===== src/core/mlcr_defines.svh =====
// Constants for the monitor lookup and configuration register group.
// Assumes an internal byte-wide register port from the serial bus slave.
// What this block does
// - Index is monitor result over 800h plus 80h
// - Single mode: address 100 plus five index bits
// - Double mode: half select bit four, index 4:1
// - Conversion end loads DAC value from table
// - DAC writes need password, auto enable clear
// - Identity and version bytes read only, password
// - Rate register low four bits, upper zero
// - First sample after delay, then repeat period
// - Codes above 1001b act as 1001b
// - Gate output level follows polarity bit seven
// - Fault output ORs enabled alarm states
// - Latch enable holds alarms until disable toggles
// - Supply low enabled suppresses latch until recovery
// - Address select clear gives A2h, else programmed
// - Startup bias step limited, weights bit12..bit5
// - Step value zero moves one LSB per step
// - Programmed address byte used when select set
`ifndef MLCR_DEFINES_SVH
`define MLCR_DEFINES_SVH
// ==========================================
// Register offsets
`define MLCR_OFS_DAC 8'h85
`define MLCR_OFS_ID 8'h86
`define MLCR_OFS_VER 8'h87
`define MLCR_OFS_RATE 8'h88
`define MLCR_OFS_CFG 8'h89
`define MLCR_OFS_STEP 8'h8a
`define MLCR_OFS_DEVADDR 8'h8c
// ==========================================
// Fields and values
`define MLCR_CFG_POL_BIT 7
`define MLCR_CFG_LATCH_BIT 6
`define MLCR_CFG_SLAVE_ADDRESS_SELECT_BIT 4
`define MLCR_CFG_MASK 8'hd0
`define MLCR_DEFAULT_SLAVE 8'ha2
`define MLCR_INDEX_OFFSET 8'h80
`define MLCR_INDEX_SHIFT 11
`define MLCR_RESET_BYTE 8'h00
`define MLCR_MAX_CODE 4'h9
// ==========================================
// Timing
`define MLCR_CLK_NS 10
`define MLCR_FIRST_BASE_NS 350
`define MLCR_REP_BASE_NS 800
`endif


===== src/core/mlcr_pkg.sv =====
// Types for the monitor lookup and configuration register group.
// Assumes the defines header is compiled alongside.
`default_nettype none
package mlcr_pkg;
	// Host register access from the serial slave
	typedef struct packed {
		logic wr;
		logic [7:0] addr;
		logic [7:0] wdata;
		logic pw2_ok;
	} mlcr_acc_t;
	// Loop sampling states
	typedef enum logic [1:0] {MLCR_IDLE, MLCR_FIRST, MLCR_REPEAT} mlcr_st_t;
endpackage
`default_nettype wire


===== src/core/mlcr_top.sv =====
// Lookup index, video DAC value, identity, loop sample timing, fault output
// and bias startup limiter. Assumes a serial slave delivers byte accesses
// and a lookup memory answers the table address in the same cycle.
// Alarm, supply and bias step inputs come from logic on this clock.
`timescale 1ns/1ns
`default_nettype none
`include "mlcr_defines.svh"
module mlcr_top
	import mlcr_pkg::*;
#(
	parameter logic [7:0] PART_ID = 8'h3c, // Arbitrary value
	parameter logic [7:0] PART_REV = 8'h01, // Arbitrary value
	parameter int ALARMS = 8
)
(
	input wire logic mclk,
	input wire logic rstn,
	input wire mlcr_acc_t acc,
	output logic [7:0] rdata,
	input wire logic [15:0] fourth_monitor_input,
	input wire logic conv_done,
	input wire logic video_dac_auto_enable,
	input wire logic double_table_mode,
	input wire logic upper_half_select,
	output logic [7:0] table_addr,
	input wire logic [7:0] table_data,
	output logic [7:0] video_gain_dac_value,
	input wire logic burst_enable_input,
	output logic loop_sample,
	input wire logic [ALARMS-1:0] alarm_state,
	input wire logic [ALARMS-1:0] alarm_fault_enable,
	input wire logic supply_low_alarm_enabled,
	input wire logic supply_above_low,
	input wire logic transmit_disable_input,
	input wire logic fault_present,
	output logic shutdown_gate_output,
	output logic transmit_fault_output,
	output logic [7:0] slave_address,
	input wire logic startup_active,
	input wire logic bias_step_tick,
	input wire logic [12:0] bias_target,
	output logic [12:0] laser_bias_output
);
	// ==========================================
	// Pin synchronisers
	// Both pins come from outside the clock domain, so each passes two
	// flip-flops before any logic reads it; this costs two cycles of
	// latency on the first loop sample, well inside its tolerance.
	logic [1:0] ben_sync_reg; // Burst enable, two stages
	logic [1:0] txd_sync_reg; // Transmit disable, two stages
	logic txd_last_reg; // For edge detect on the stable stage
	always_ff @(posedge mclk or negedge rstn)
	begin
		if (!rstn)
		begin
			ben_sync_reg <= 2'h0;
			txd_sync_reg <= 2'h0;
			txd_last_reg <= 1'b0;
		end
		else
		begin
			ben_sync_reg <= {ben_sync_reg[0], burst_enable_input};
			txd_sync_reg <= {txd_sync_reg[0], transmit_disable_input};
			txd_last_reg <= txd_sync_reg[1];
		end
	end
	// Only the second stage is read; the first may still be settling
	logic ben_s;
	logic txd_edge;
	assign ben_s = ben_sync_reg[1];
	assign txd_edge = txd_sync_reg[1] ^ txd_last_reg;

	// ==========================================
	// Lookup index and table address
	// The monitor result is divided by a power of two, so a shift does it;
	// the five bits left over land the index between 80h and 9fh.
	logic [7:0] index; // Computed voltage index
	assign index = 8'(fourth_monitor_input >> `MLCR_INDEX_SHIFT)
		+ `MLCR_INDEX_OFFSET;
	// Table address, combinational so the memory answers in this cycle
	always_comb
	begin
		// Single mode uses all 32 bytes
		if (!double_table_mode)
			table_addr = {3'b100, index[4:0]};
		else
			table_addr = {3'b100, upper_half_select, index[4:1]};
	end

	// ==========================================
	// Host writable registers
	// All writes need the level two password from the serial slave side.
	// Unmapped offsets and the identity bytes fall through untouched.
	logic [7:0] dac_reg;
	logic [3:0] rate_reg;
	logic [7:0] cfg_reg;
	logic [7:0] step_reg;
	logic [7:0] devaddr_reg;
	logic wr_ok;
	assign wr_ok = acc.wr && acc.pw2_ok;
	// Conversion loads take priority over a host write in the same cycle
	always_ff @(posedge mclk or negedge rstn)
	begin
		if (!rstn)
			dac_reg <= `MLCR_RESET_BYTE;
		else if (conv_done)
			dac_reg <= table_data;
		else if (wr_ok && !video_dac_auto_enable
			&& acc.addr == `MLCR_OFS_DAC)
			dac_reg <= acc.wdata;
	end
	// Only bits seven, six and four of the config byte are kept; the
	// reserved bits read back as zero.
	// Configuration bytes
	always_ff @(posedge mclk or negedge rstn)
	begin
		if (!rstn)
		begin
			rate_reg <= 4'h0;
			cfg_reg <= `MLCR_RESET_BYTE;
			step_reg <= `MLCR_RESET_BYTE;
			devaddr_reg <= `MLCR_RESET_BYTE;
		end
		else if (wr_ok)
		begin
			// Identity bytes simply ignore writes
			unique case (acc.addr)
				`MLCR_OFS_RATE: rate_reg <= acc.wdata[3:0];
				`MLCR_OFS_CFG: cfg_reg <= acc.wdata & `MLCR_CFG_MASK;
				`MLCR_OFS_STEP: step_reg <= acc.wdata;
				`MLCR_OFS_DEVADDR: devaddr_reg <= acc.wdata;
				default: ;
			endcase
		end
	end
	assign video_gain_dac_value = dac_reg;

	// ==========================================
	// Read mux; no password reads as zero
	// Purely combinational: the serial slave latches rdata in the same
	// cycle that it presents the address, so no wait state is needed.
	always_comb
	begin
		rdata = 8'h00;
		if (acc.pw2_ok)
		begin
			unique case (acc.addr)
				`MLCR_OFS_DAC: rdata = dac_reg;
				`MLCR_OFS_ID: rdata = PART_ID;
				`MLCR_OFS_VER: rdata = PART_REV;
				`MLCR_OFS_RATE: rdata = {4'h0, rate_reg};
				`MLCR_OFS_CFG: rdata = cfg_reg;
				`MLCR_OFS_STEP: rdata = step_reg;
				`MLCR_OFS_DEVADDR: rdata = devaddr_reg;
				default: rdata = 8'h00;
			endcase
		end
	end

	// ==========================================
	// Slave address select
	// Registered so the address never glitches while a frame is decoded;
	// the cost is one cycle before a new select or address takes effect.
	always_ff @(posedge mclk or negedge rstn)
	begin
		if (!rstn)
			slave_address <= `MLCR_DEFAULT_SLAVE;
		else if (cfg_reg[`MLCR_CFG_SLAVE_ADDRESS_SELECT_BIT])
			slave_address <= devaddr_reg;
		else
			slave_address <= `MLCR_DEFAULT_SLAVE;
	end

	// ==========================================
	// Loop sample timing
	// Rate codes above the top entry fold onto it, so a host may write
	// any nibble without reaching an undefined interval.
	logic [3:0] code;
	assign code = (rate_reg > `MLCR_MAX_CODE) ? `MLCR_MAX_CODE : rate_reg;
	// Table times follow 200 ns steps with jumps; encode per code
	function automatic logic [9:0] first_cycles(input logic [3:0] c);
		int ns;
		ns = 350;
		unique case (c)
			4'h0: ns = 350;
			4'h1: ns = 550;
			4'h2: ns = 750;
			4'h3: ns = 950;
			4'h4: ns = 1350;
			4'h5: ns = 1550;
			4'h6: ns = 1750;
			4'h7: ns = 2150;
			4'h8: ns = 2950;
			default: ns = 3150;
		endcase
		// Least time, rounded up
		first_cycles = 10'((ns + `MLCR_CLK_NS - 1) / `MLCR_CLK_NS);
	endfunction
	// Repeat period, exact in clock cycles at the 10 ns clock
	function automatic logic [9:0] rep_cycles(input logic [3:0] c);
		int ns;
		ns = 800;
		unique case (c)
			4'h0: ns = 800;
			4'h1: ns = 1200;
			4'h2: ns = 1600;
			4'h3: ns = 2000;
			4'h4: ns = 2800;
			4'h5: ns = 3200;
			4'h6: ns = 3600;
			4'h7: ns = 4400;
			4'h8: ns = 6000;
			default: ns = 6400;
		endcase
		rep_cycles = 10'(ns / `MLCR_CLK_NS);
	endfunction
	// Sequencer state and cycle counter; ten bits hold the longest period
	mlcr_st_t st_reg;
	logic [9:0] cnt_reg;
	// Counts from burst enable; dropping burst enable aborts at once
	always_ff @(posedge mclk or negedge rstn)
	begin
		if (!rstn)
		begin
			st_reg <= MLCR_IDLE;
			cnt_reg <= 10'h000;
			loop_sample <= 1'b0;
		end
		else
		begin
			loop_sample <= 1'b0;
			if (!ben_s)
			begin
				st_reg <= MLCR_IDLE;
				cnt_reg <= 10'h000;
			end
			else
			begin
				unique case (st_reg)
					// Burst just seen; start counting the first delay
					MLCR_IDLE:
					begin
						st_reg <= MLCR_FIRST;
						cnt_reg <= 10'h001;
					end
					// First sample once the least delay has passed
					MLCR_FIRST:
					begin
						if (cnt_reg >= first_cycles(code))
						begin
							loop_sample <= 1'b1;
							st_reg <= MLCR_REPEAT;
							cnt_reg <= 10'h001;
						end
						else
							cnt_reg <= cnt_reg + 10'h001;
					end
					// Then one sample per repeat period until burst ends
					MLCR_REPEAT:
					begin
						if (cnt_reg >= rep_cycles(code))
						begin
							loop_sample <= 1'b1;
							cnt_reg <= 10'h001;
						end
						else
							cnt_reg <= cnt_reg + 10'h001;
					end
				endcase
			end
		end
	end

	// ==========================================
	// Alarm latching and fault outputs
	// The latch remembers any alarm seen while latching is on, so a short
	// alarm between two polls still shows on the fault output.
	logic [ALARMS-1:0] latched_reg;
	logic armed_reg; // Supply has been seen above the low set point
	logic latch_on;
	always_ff @(posedge mclk or negedge rstn)
	begin
		if (!rstn)
			armed_reg <= 1'b0;
		else if (supply_above_low)
			armed_reg <= 1'b1;
	end
	// A supply still ramping would otherwise latch a false low alarm
	// Latching held off during slow power-on
	assign latch_on = cfg_reg[`MLCR_CFG_LATCH_BIT]
		&& (!supply_low_alarm_enabled || armed_reg);
	// New alarms win over a clearing transition
	always_ff @(posedge mclk or negedge rstn)
	begin
		if (!rstn)
			latched_reg <= '0;
		else if (!latch_on)
			latched_reg <= '0;
		else if (txd_edge)
			latched_reg <= alarm_state;
		else
			latched_reg <= latched_reg | alarm_state;
	end
	// Both pin drivers are registered so they never glitch
	// Fault output is the OR of live and latched enabled alarms
	always_ff @(posedge mclk or negedge rstn)
	begin
		if (!rstn)
		begin
			transmit_fault_output <= 1'b0;
			shutdown_gate_output <= 1'b0;
		end
		else
		begin
			transmit_fault_output <= |((alarm_state | latched_reg)
				& alarm_fault_enable);
			shutdown_gate_output <= cfg_reg[`MLCR_CFG_POL_BIT]
				^ fault_present;
		end
	end

	// ==========================================
	// Bias startup step limiter
	// The step register weights bits 12 down to 5 of the bias word, so
	// it is shifted up by five; zero falls back to a single LSB.
	// Outside startup the output follows the target directly.
	logic [12:0] step;
	assign step = (step_reg == 8'h00) ? 13'h0001
		: {step_reg, 5'h00};
	always_ff @(posedge mclk or negedge rstn)
	begin
		if (!rstn)
			laser_bias_output <= 13'h0000;
		else if (!startup_active)
			laser_bias_output <= bias_target;
		else if (bias_step_tick)
		begin
			if (bias_target > laser_bias_output)
				laser_bias_output <= (bias_target - laser_bias_output > step)
					? laser_bias_output + step : bias_target;
			else if (laser_bias_output - bias_target > step)
				laser_bias_output <= laser_bias_output - step;
			else
				laser_bias_output <= bias_target;
		end
	end
endmodule
`default_nettype wire


===== config.mk =====
export PLATFORM = sky130hd
export DESIGN_NAME = mlcr_top
export DESIGN_NICKNAME = d
export VERILOG_FILES = /design/src/core/mlcr_pkg.sv /design/src/core/mlcr_top.sv
export VERILOG_INCLUDE_DIRS = /design/src /design/src/core
export SDC_FILE = /design/constraint.sdc
export NUM_CORES = 1
export LEC_CHECK = 0
export ABC_CLOCK_PERIOD_IN_PS = 20300
export BUFFER_PORTS_ARGS = -buffer_cell sky130_fd_sc_hd__buf_2
export CAP_MARGIN = 30
export CORE_ASPECT_RATIO = 0.8
export CORE_UTILIZATION = 40
export DETAILED_ROUTE_END_ITERATION = 10
export PLACE_DENSITY_LB_ADDON = 0.1
export SYNTH_ARGS = -nofsm -noshare
export SYNTH_HDL_FRONTEND = slang
export SYNTH_SLANG_ARGS = --single-unit

===== constraint.sdc =====
create_clock -name mclk -period 20.3 [get_ports mclk]
set_input_delay 4.06 -clock mclk [delete_from_list [all_inputs] [get_ports mclk]]
set_output_delay 4.06 -clock mclk [all_outputs]
set_load 0.01 [all_outputs]

# Yosys cells after proc, flatten, opt, wreduce, memory -nomap -nowiden
# Memory sizes are Yosys's and may differ from the RTL's.
# Index checks and enable logic that the tools add are counted.
dict set report op_classes {
  magnitude_cmp 6
  n_mux 30
  n_div 2
  eq_ne 12
  reduce_logical 16
  n_addsub 8
  bitwise 4
}
# operator count
set ops {}
lappend ops {{32-bit two-way mux} 4}
lappend ops {{13-bit two-way mux} 6}
lappend ops {{32-bit by 5-bit divider with 32-bit output (second input constant)} 2}
lappend ops {{8-bit == test (second input constant)} 7}
lappend ops {{8-bit one-hot mux with 7 select lines} 1}
lappend ops {{8-bit two-way mux} 6}
lappend ops {{13-bit greater-than comparator} 3}
lappend ops {{13-bit subtractor} 3}
lappend ops {{32-bit by 5-bit adder with 32-bit output (second input constant)} 1}
lappend ops {{32-bit by 2-bit subtractor with 32-bit output (second input constant)} 1}
lappend ops {{10-bit two-way mux} 3}
lappend ops {{10-bit one-hot mux with 3 select lines} 1}
lappend ops {{10-bit >= comparator} 2}
lappend ops {{13-bit adder} 1}
lappend ops {{10-bit by 1-bit adder with 10-bit output (second input constant)} 1}
lappend ops {{2-bit AND reduction} 5}
lappend ops {{8-bit bitwise AND} 1}
lappend ops {{8-bit logical NOT} 1}
lappend ops {{8-bit OR} 1}
lappend ops {{8-bit OR reduction} 1}
lappend ops {{5-bit by 1-bit adder with 5-bit output (second input constant)} 1}
lappend ops {{5-bit two-way mux} 1}
lappend ops {{4-bit greater-than comparator (second input constant)} 1}
lappend ops {{1-bit logical AND} 4}
lappend ops {{other kinds (15)} 20}
dict set report totals {
  out_inout_bits 48
  in_bits 84
  rom_bits 288
  wordCells 97
  memories 2
  register_bits 81
}
# name words word_bits rd rd_clocked_by_memory_dff write_ports line
set mem_list {}
lappend mem_list {{(name not given)} 16 9 1 0 0 mlcr_top.sv:184} ;# unique case (c)
lappend mem_list {{(name not given)} 16 9 1 0 0 mlcr_top.sv:203} ;# unique case (c)

# Longest topological paths before layout
# Gate-level depths: netlist (run 1).
# An unclocked memory read counts as a cell.
dict set report depth {
  word_depth 12
  depth_mapped 54
  depth_no_buf 47
}

# Worst setup path after synthesis (run 1)
# Ideal clock, no wire load.
dict set report synth_path {
  path_type {register to register}
  start {reg rate_reg[3]}
  end {reg cnt_reg[2]}
  setup_ps 75
  required_time_ps 20225
  t_arrival_ps 10539
  path_stages_with_launch 51
  n_path_buf 7
  synth_period_minus_slack_ps 10614
  slack_ps 9686
  cell_sequence {dfrtp_1 -> buf_2 -> buf_2 -> inv_1 -> buf_1 -> nand2_1 -> ha_1 -> clkbuf_1 -> nor2b_1 -> o21a_1 -> ha_1 -> o2111ai_2 -> or3_1 -> clkbuf_1 -> and2_1 -> a2111oi_2 -> nor3_1 -> a211o_1 -> (+15 left out) -> mux2_2 -> or4_1 -> ha_1 -> nand2b_1 -> a21o_1 -> a21o_1 -> a21oi_1 -> nor2b_1 -> o21ai_0 -> nand2b_1 -> a21oi_1 -> nor2b_1 -> o21ai_0 -> nand2b_1 -> a21oi_1 -> a22o_1 -> nand3_1 -> nor2_1}
}
dict set report synth_between {
  elab_chain_len 12
  word_cells_on_any_way 18
  cone_classes {2 x add/sub; 2 x div; 3 x order compare; 9 x mux; 2 x memory}
}
# element line
set synth_lines {}
lappend synth_lines {{start: declaration} mlcr_top.sv:95} ;# logic [3:0] rate_reg;
lappend synth_lines {{start signal: assignment} mlcr_top.sv:128} ;# `MLCR_OFS_RATE: rate_reg <= acc.wdata[3:0];
lappend synth_lines {{4-bit greater-than comparator (no line)} -}
lappend synth_lines {{4-bit two-way mux *} mlcr_top.sv:179} ;# assign code = (rate_reg > `MLCR_MAX_CODE) ? `MLCR_MAX_CODE : rate_reg;
lappend synth_lines {{memory 16 x 9 bit} -}
lappend synth_lines {{32-bit two-way mux} mlcr_top.sv:239} ;# unique case (st_reg)
lappend synth_lines {{32-bit two-way mux} mlcr_top.sv:232} ;# if (!ben_s)
lappend synth_lines {{32-bit by 5-bit adder with 32-bit output (no line)} -}
lappend synth_lines {{32-bit by 2-bit subtractor with 32-bit output} mlcr_top.sv:197} ;# first_cycles = 10'((ns + `MLCR_CLK_NS - 1) / `MLCR_CLK_NS);
lappend synth_lines {{32-bit by 5-bit divider with 32-bit output (no line)} -}
lappend synth_lines {{10-bit >= comparator} mlcr_top.sv:249} ;# if (cnt_reg >= first_cycles(code))
lappend synth_lines {{10-bit two-way mux} mlcr_top.sv:249}
lappend synth_lines {{10-bit one-hot mux with 3 select lines *} mlcr_top.sv:239}
lappend synth_lines {{10-bit two-way mux *} mlcr_top.sv:232}
lappend synth_lines {{end signal: assignment} mlcr_top.sv:256} ;# cnt_reg <= cnt_reg + 10'h001;
lappend synth_lines {{end signal: assignment} mlcr_top.sv:267} ;# cnt_reg <= cnt_reg + 10'h001;
lappend synth_lines {{end: declaration} mlcr_top.sv:219} ;# logic [9:0] cnt_reg;
# Every way passes the cells marked *; elsewhere a longest branch is shown, timed or not. The select of a mux whose other input is x is not followed.
# A chain may end at the register's enable or synchronous reset.

# Final worst setup path (run 1)
dict set report layout_path {
  start {reg rate_reg[3]}
  end {reg cnt_reg[7]}
}
# The elaborated chain is that of the path after synthesis.

==> impl_metrics.tcl, run 1 <==
set metrics [dict create \
    post-synth-top-area-fraction 0.1899 \
    placed_cells 1734 \
    globalRouteOverflowTotal 0 \
    die_h_um 145.4 \
    p_per_area_nw_per_um2 90.30 \
    cts.path.max_buffers 2 \
    p_sw_uw 474.9 \
    drt-pass1-iter-count 6 \
    synth_seq_cells 81 \
    syn2layout_area_growth_pct 11.32 \
    syn-mean-instance-area_um2 7.694 \
    clock_skew_ns 0.01251 \
    synth-main-ff-cell "dfrtp_1" \
    swShare 0.4596 \
    cp_num_buf_inv 2 \
    ctsResizeCount 0 \
    crit_fanout 17 \
    clkTransAtPathRegs_ns 0.07 \
    worst_ep_required_time_ns 20.57 \
    cp_top_family "compound AO/OA/AOI/OAI gates" \
    rsz0062_at_grt "no" \
    cts_made_buffers 9 \
    cts-root-buf "clkbuf_16" \
    gp_congestion 0.8931 \
    internal-power_uw 558.4 \
    end_kind "register" \
    drt_iter0_drc 881 \
    drive_above_1_share 0.1508 \
    fin_crit_sh 0.6206 \
    setup.worst_path.class "reg2reg" \
    clkLatencyLatePin_ns 0.35 \
    antenna_found_initial 0 \
    largest_reg_flops 13 \
    syn_inst 1336 \
    slowest_delay_ns 0.54 \
    synth.distinct_cells 100 \
    tns_ns 0 \
    vdd_ir_drop_max_mv 0.05224 \
    period_needed_ns 12.60 \
    reg2reg_to "cnt_reg[7]" \
    wl_per_cell_um 17.53 \
    comb_power_share 0.631 \
    ios 132 \
    grt.total_usage 0.2302 \
    fillers 2605 \
    num_rows 52 \
    post-cts-setup-buffer-count 0 \
    yosysWarnings 0 \
    p_seq_frac 0.176 \
    hp-class "reg2reg" \
    grt_util_met3 0.02302 \
    max_freq_mhz 79.38 \
    nets 1608 \
    hpwlAfterDp_mm 24.38 \
    vias 10260 \
    power_frac_clock 0.193 \
    vias_per_cell 5.862 \
    whs_endpoint "ben_sync_reg[1]" \
    slew_headroom 0.4523 \
    hp-start "ben_sync_reg[0]" \
    tightest_slew_ns 0.8215 \
    synth_edf_count 0 \
    synth_area_um2 10280 \
    grt_max_degree 59 \
    grt_pass1_vias 9256 \
    hold_depth 0 \
    h-tree-depth 3 \
    final_max_slew_viol_count 0 \
    coreArea_um2 25240 \
    cp_slowest_cell "a31oi_1" \
    synth.area.top_cells "dfrtp_1 19%, ha_1 12%, a21oi_1 4.9%" \
    chipWidth_um 181.2 \
    yosys.area.top_type "dfrtp_1" \
    synth-async-reset-ratio 1.000 \
    ant_nets 0 \
    fin_util 0.4533 \
    layout.cells.non_filler 1750 \
    top_usage_layer "met1" \
    worstPathArrival_ns 12.87 \
    setup_viol 0 \
    numClockSinks 81 \
    diodes 0 \
    status "completed" \
    r2r_slack_ns 7.70 \
    post-route-drc-count 0 \
    die_area_um2 26350 \
    grtUsageMet1 0.3844 \
    p_leak_nw 5.316 \
    start_util 0.4072 \
    worstSetupStartpoint "rate_reg[3]" \
    io_buffer_count 117 \
    hold_violations 0 \
    crit_path_start_kind "register" \
    reg2reg_from "rate_reg[3]" \
    met2_usage 0.3144 \
    cts_tree "done" \
    r2r_cells 47 \
    routed_wl_mm 30.67 \
    ys_seq_area_frac 0.1976 \
    grt_first_pass_wirelength_mm 49.59 \
    cap_viol_max_count 0 \
    ctsHoldBuffers 0 \
]
==> power by group through the flow <==
stage | clock, mW | sequential (mW) | combinational [mW]
detailed placement | 0 | 0.185 | 0.642
global placement | 0 | 0.185 | 0.637
floorplan | 0 | 0.183 | 0.510
global route | 0.208 | 0.183 | 0.732
finish | 0.199 | 0.182 | 0.652
CTS | 0.203 | 0.182 | 0.646
==> stage by stage <==
stage | instance area, um2 | hold slack, ns | total power, mW | worst slack (ns)
detailed placement | 11080 | 0.3365 | 0.8272 | 7.856
floorplan | 10290 | 0.3312 | 0.6932 | 9.686
global route | 11440 | 0.3662 | 1.124 | 6.560
finish | 11440 | 0.3502 | 1.033 | 7.702
global placement | 11080 | 0.3338 | 0.8217 | 7.783
CTS | 11440 | 0.3536 | 1.031 | 7.786
==> cells in the mapped netlist, types with 6 or more instances <==
library cell	n
inv_1	80
a31oi_1	17
clkbuf_1	32
or2_2	11
and3_1	11
a22oi_1	17
a221oi_1	14
mux2_2	28
o31ai_1	9
xnor2_1	35
a211oi_1	15
nand2b_1	26
a21oi_1	101
o21bai_1	8
o21ai_0	100
nand2_1	111
o221ai_1	8
and2_1	23
a21boi_0	8
ha_1	101
o211ai_1	16
dfrtp_1	78
buf_2	9
or3_1	9
xor2_1	24
o22ai_1	6
nor3_1	24
nor2_1	129
nand4_1	13
nor2b_1	28
o21a_1	9
a211o_1	8
mux2i_1	17
a21o_1	30
o21ai_1	7
nand3_1	46
==> worst max-delay path by stage <==
| stage | endpoint | slack, ns | cells past startpoint |
|---|---|---|---|
| after CTS | cnt_reg[7] | 7.79 | 47 |
| final | cnt_reg[7] | 7.70 | 47 |
| after detailed placement | cnt_reg[7] | 7.86 | 47 |
| after floorplan | cnt_reg[2] | 9.69 | 50 |
| after global placement | cnt_reg[7] | 7.78 | 47 |
| after global routing | cnt_reg[9] | 6.56 | 47 |
==> worst reg2reg max path: cells and delay by family (launching register included) <==
family	cells	cell delay, ns
AND/OR/NAND/NOR	18	3.79
buffers and inverters	2	0.65
flip-flops	1	0.37
XOR/XNOR	2	0.49
adder cells (fa/ha/maj)	4	1.14
multiplexers	1	0.39
AO/OA/AOI/OAI	20	5.71
==> cell families after synthesis <==
group                      after synthesis  share of synthesized area
AOI/OAI and AO/OA                      440                     0.2912
buffers and inverters                  131                    0.05222
other                                    2                  0.0007306
muxes                                   46                    0.04869
xor gates and xnor gates                60                    0.05186
and+or+nand+nor                        470                     0.2280
DFF                                     81                     0.1976
adders and majority gates              106                     0.1298
==> routing by layer <==
metal	wire length [um]	share of wire	vias to the layer above
met1	16730	0.55	4815
met2	11790	0.38	368
met4	153	0.0050	0
met5	0	0	-
li1	-	-	5061
met3	2007	0.065	14
==> final cells by class <==
class	count	area (um2)	share of cell area
multi-input cells	1126	7719	0.6746
well taps	324	405.4	0.03543
clock inverters	7	132.6	0.01159
repair buffers	122	625.6	0.05467
inverters	81	304.0	0.02657
flip-flops and latches	81	2031	0.1775
clock buffers	9	225.2	0.01968
==> cell usage in the layout (no fill, tap or decap), types with 6 or more instances in the layout <==
cell,n
mux2i_1,17
a211o_1,8
nand2_1,111
a21o_1,30
a21oi_1,101
nand2b_1,26
o21bai_1,8
dfrtp_1,78
o31ai_1,9
clkbuf_16,9
ha_1,101
a31oi_1,17
xor2_1,24
a21boi_0,8
or2_2,11
o21ai_1,7
nand3_1,46
and2_1,23
nor2b_1,28
a211oi_1,15
inv_1,80
mux2_2,28
or3_1,9
o211ai_1,16
o22ai_1,6
xnor2_1,35
a22oi_1,17
o221ai_1,8
nand4_1,13
a221oi_1,14
nor2_1,129
buf_4,6
o21ai_0,100
buf_2,116
and3_1,11
nor3_1,24
o21a_1,9
Power figures use the tool's default switching activity.
==> run 2, diff against run 1 <==
ABC_CLOCK_PERIOD_IN_PS = 11700   (was 20300)
clock period = 11.7 ns   (was 20.3 ns; I/O delays follow)
==> run 2 against run 1 <==
Effect of this change: final area increased by 1.7%; hold slack improved by 0.012 ns; global-route usage increased by 0.33 points; power increased by 75%; register-to-register slack got worse by 6.9 ns; die area unchanged; critical path depth increased by 1; cell count increased by 0.69%; critical path type unchanged; critical endpoint is now cnt_reg[3].
==> impl_metrics.tcl, run 2 (synthesized netlist as in run 1, its figures left out) <==
set metrics [dict create \
    status "completed" \
    crit_path_start_kind "register" \
    timing.hold.ws_ns 0.3624 \
    hp-class "reg2reg" \
    h-tree-depth 3 \
    grt.total_usage 0.2334 \
    setup.worst_path.class "reg2reg" \
    worst_ep_required_time_ns 11.97 \
    hp-start "txd_sync_reg[0]" \
    cts-root-buf "clkbuf_16" \
    fin_crit_sh 0.9332 \
    drive_above_1_share 0.1732 \
    cts_tree "done" \
    p_per_area_nw_per_um2 155.4 \
    diodes 0 \
    ios 132 \
    routed_wl_mm 31.34 \
    post-route-drc-count 0 \
    die_h_um 145.4 \
    clkTransAtPathRegs_ns 0.07 \
    cp_slowest_cell "or4_1" \
    whs_endpoint "txd_sync_reg[1]" \
    cts_made_buffers 9 \
    globalRouteOverflowTotal 0 \
    start_util 0.4072 \
    coreArea_um2 25240 \
    fin_ws_ns 0.7816 \
    reg2reg_from "rate_reg[1]" \
    fillers 2598 \
    hold_depth 0 \
    max_freq_mhz 91.59 \
    cts.path.max_buffers 2 \
    crit_fanout 9 \
    r2r_slack_ns 0.78 \
    fin_util 0.4611 \
    cap_viol_max_count 0 \
    ant_nets 0 \
    vias 10380 \
    grt_pass1_vias 9440 \
    clock_skew_ns 0.008626 \
    vdd_ir_drop_max_mv 0.07209 \
    grt_first_pass_wirelength_mm 50.25 \
    vias_per_cell 5.892 \
    dp_slack_ns 0.2867 \
    numClockSinks 81 \
    hold_violations 0 \
    drt-pass1-iter-count 5 \
    setup_viol 0 \
    layout.cells.non_filler 1762 \
    grt_max_degree 59 \
    hpwlAfterDp_mm 24.78 \
    clkLatencyLatePin_ns 0.34 \
    antenna_found_initial 0 \
    period_needed_ns 10.92 \
    io_buffer_count 117 \
    wl_per_cell_um 17.79 \
    tightest_slew_ns 0.8232 \
    r2r_cells 48 \
    p_leak_nw 5.386 \
    slowest_delay_ns 0.52 \
    num_rows 52 \
    cpMostUsedCell "nand2b_1" \
    end_kind "register" \
    worstPathArrival_ns 11.19 \
    drt_iter0_drc 883 \
    gp_congestion 0.8894 \
    largest_reg_flops 13 \
    die_area_um2 26350 \
    tns_ns 0 \
    final_common_cell "nor2_1" \
    syn2layout_area_growth_pct 13.24 \
    slew_headroom 0.4512 \
    placed_cells 1743 \
    nets 1620 \
    reg2reg_to "cnt_reg[3]" \
    final_max_slew_viol_count 0 \
    mostFrequentLayoutCells "129 x nor2_1, 116 x buf_2, 111 x nand2_1" \
    chipWidth_um 181.2 \
]
==> run 2: cell types whose count changed in the layout (fill, tap and decap cells not counted), moves of 3 or more <==
cell	delta
a211oi_1	-4
a211oi_2	+3
a31oi_1	-4
a31oi_2	+3
buf_4	+12
o21ai_0	-3
o21ai_1	+3
o31ai_1	-3
o31ai_2	+3
==> run 2: report_power, final <==
group	internal (mW)	switching (mW)
clock	0.191	0.127
combinational	0.480	0.695
sequential	0.294	0.0219
==> run 2: through the flow <==
step	cell area [um2]	power, mW
after floorplan	10290	1.203
after global placement	11140	1.438
after detailed placement	11150	1.457
after CTS	11480	1.786
after global routing	11640	1.964
final	11640	1.809
==> run 2: per-layer routing <==
| metal | wire, um | global-route usage | share of wire | up-vias |
|---|---|---|---|---|
| li1 | - | - | - | 5093 |
| met2 | 12340 | 0.3217 | 0.39 | 311 |
| met3 | 2025 | 0.03579 | 0.065 | 11 |
| met1 | 16830 | 0.3821 | 0.54 | 4966 |
| met4 | 144 | 0.02669 | 0.0046 | 0 |
| met5 | 0 | 0 | 0 | - |
==> run 2: critical path: cells and delay by family (launching register included) <==
family / cells / cell delay (ns)
AO/OA/AOI/OAI: 21 / 5.00
XOR/XNOR: 2 / 0.45
adder cells (fa/ha/maj): 4 / 1.06
buffers and inverters: 2 / 0.28
flip-flops: 1 / 0.48
multiplexers: 1 / 0.37
AND/OR/NAND/NOR: 18 / 3.16
==> run 2: worst max-delay path by stage <==
stage | cells past startpoint | start | slack [ns] | to
after global routing | 48 | rate_reg[1] | -0.04 | cnt_reg[8]
after detailed placement | 47 | rate_reg[1] | 0.29 | cnt_reg[3]
after global placement | 48 | rate_reg[1] | 0.47 | cnt_reg[1]
after CTS | 47 | rate_reg[1] | 0.23 | cnt_reg[3]
after floorplan | 50 | rate_reg[3] | 1.09 | cnt_reg[2]
final | 48 | rate_reg[1] | 0.78 | cnt_reg[3]
==> run 2: cell type report <==
cell class,instances,area [um2],area share
Tap cell,324,405.4,0.03483
Sequential cell,81,2031,0.1745
Inverter,81,304.0,0.02612
Multi-Input combinational cell,1126,7853,0.6746
Clock inverter,7,106.4,0.009137
Timing Repair Buffer,134,715.7,0.06149
Clock buffer,9,225.2,0.01935
==> run 2: repair_timing <==
| item | CTS | global route |
|---|---|---|
| setup endpoints to repair | 0 | 13 |
| endpoints found under the hold margin | 0 | 0 |
| resized for setup | 0 | 28 |
| hold buffers | 0 | 0 |
| buffers inserted | 0 | 3 |
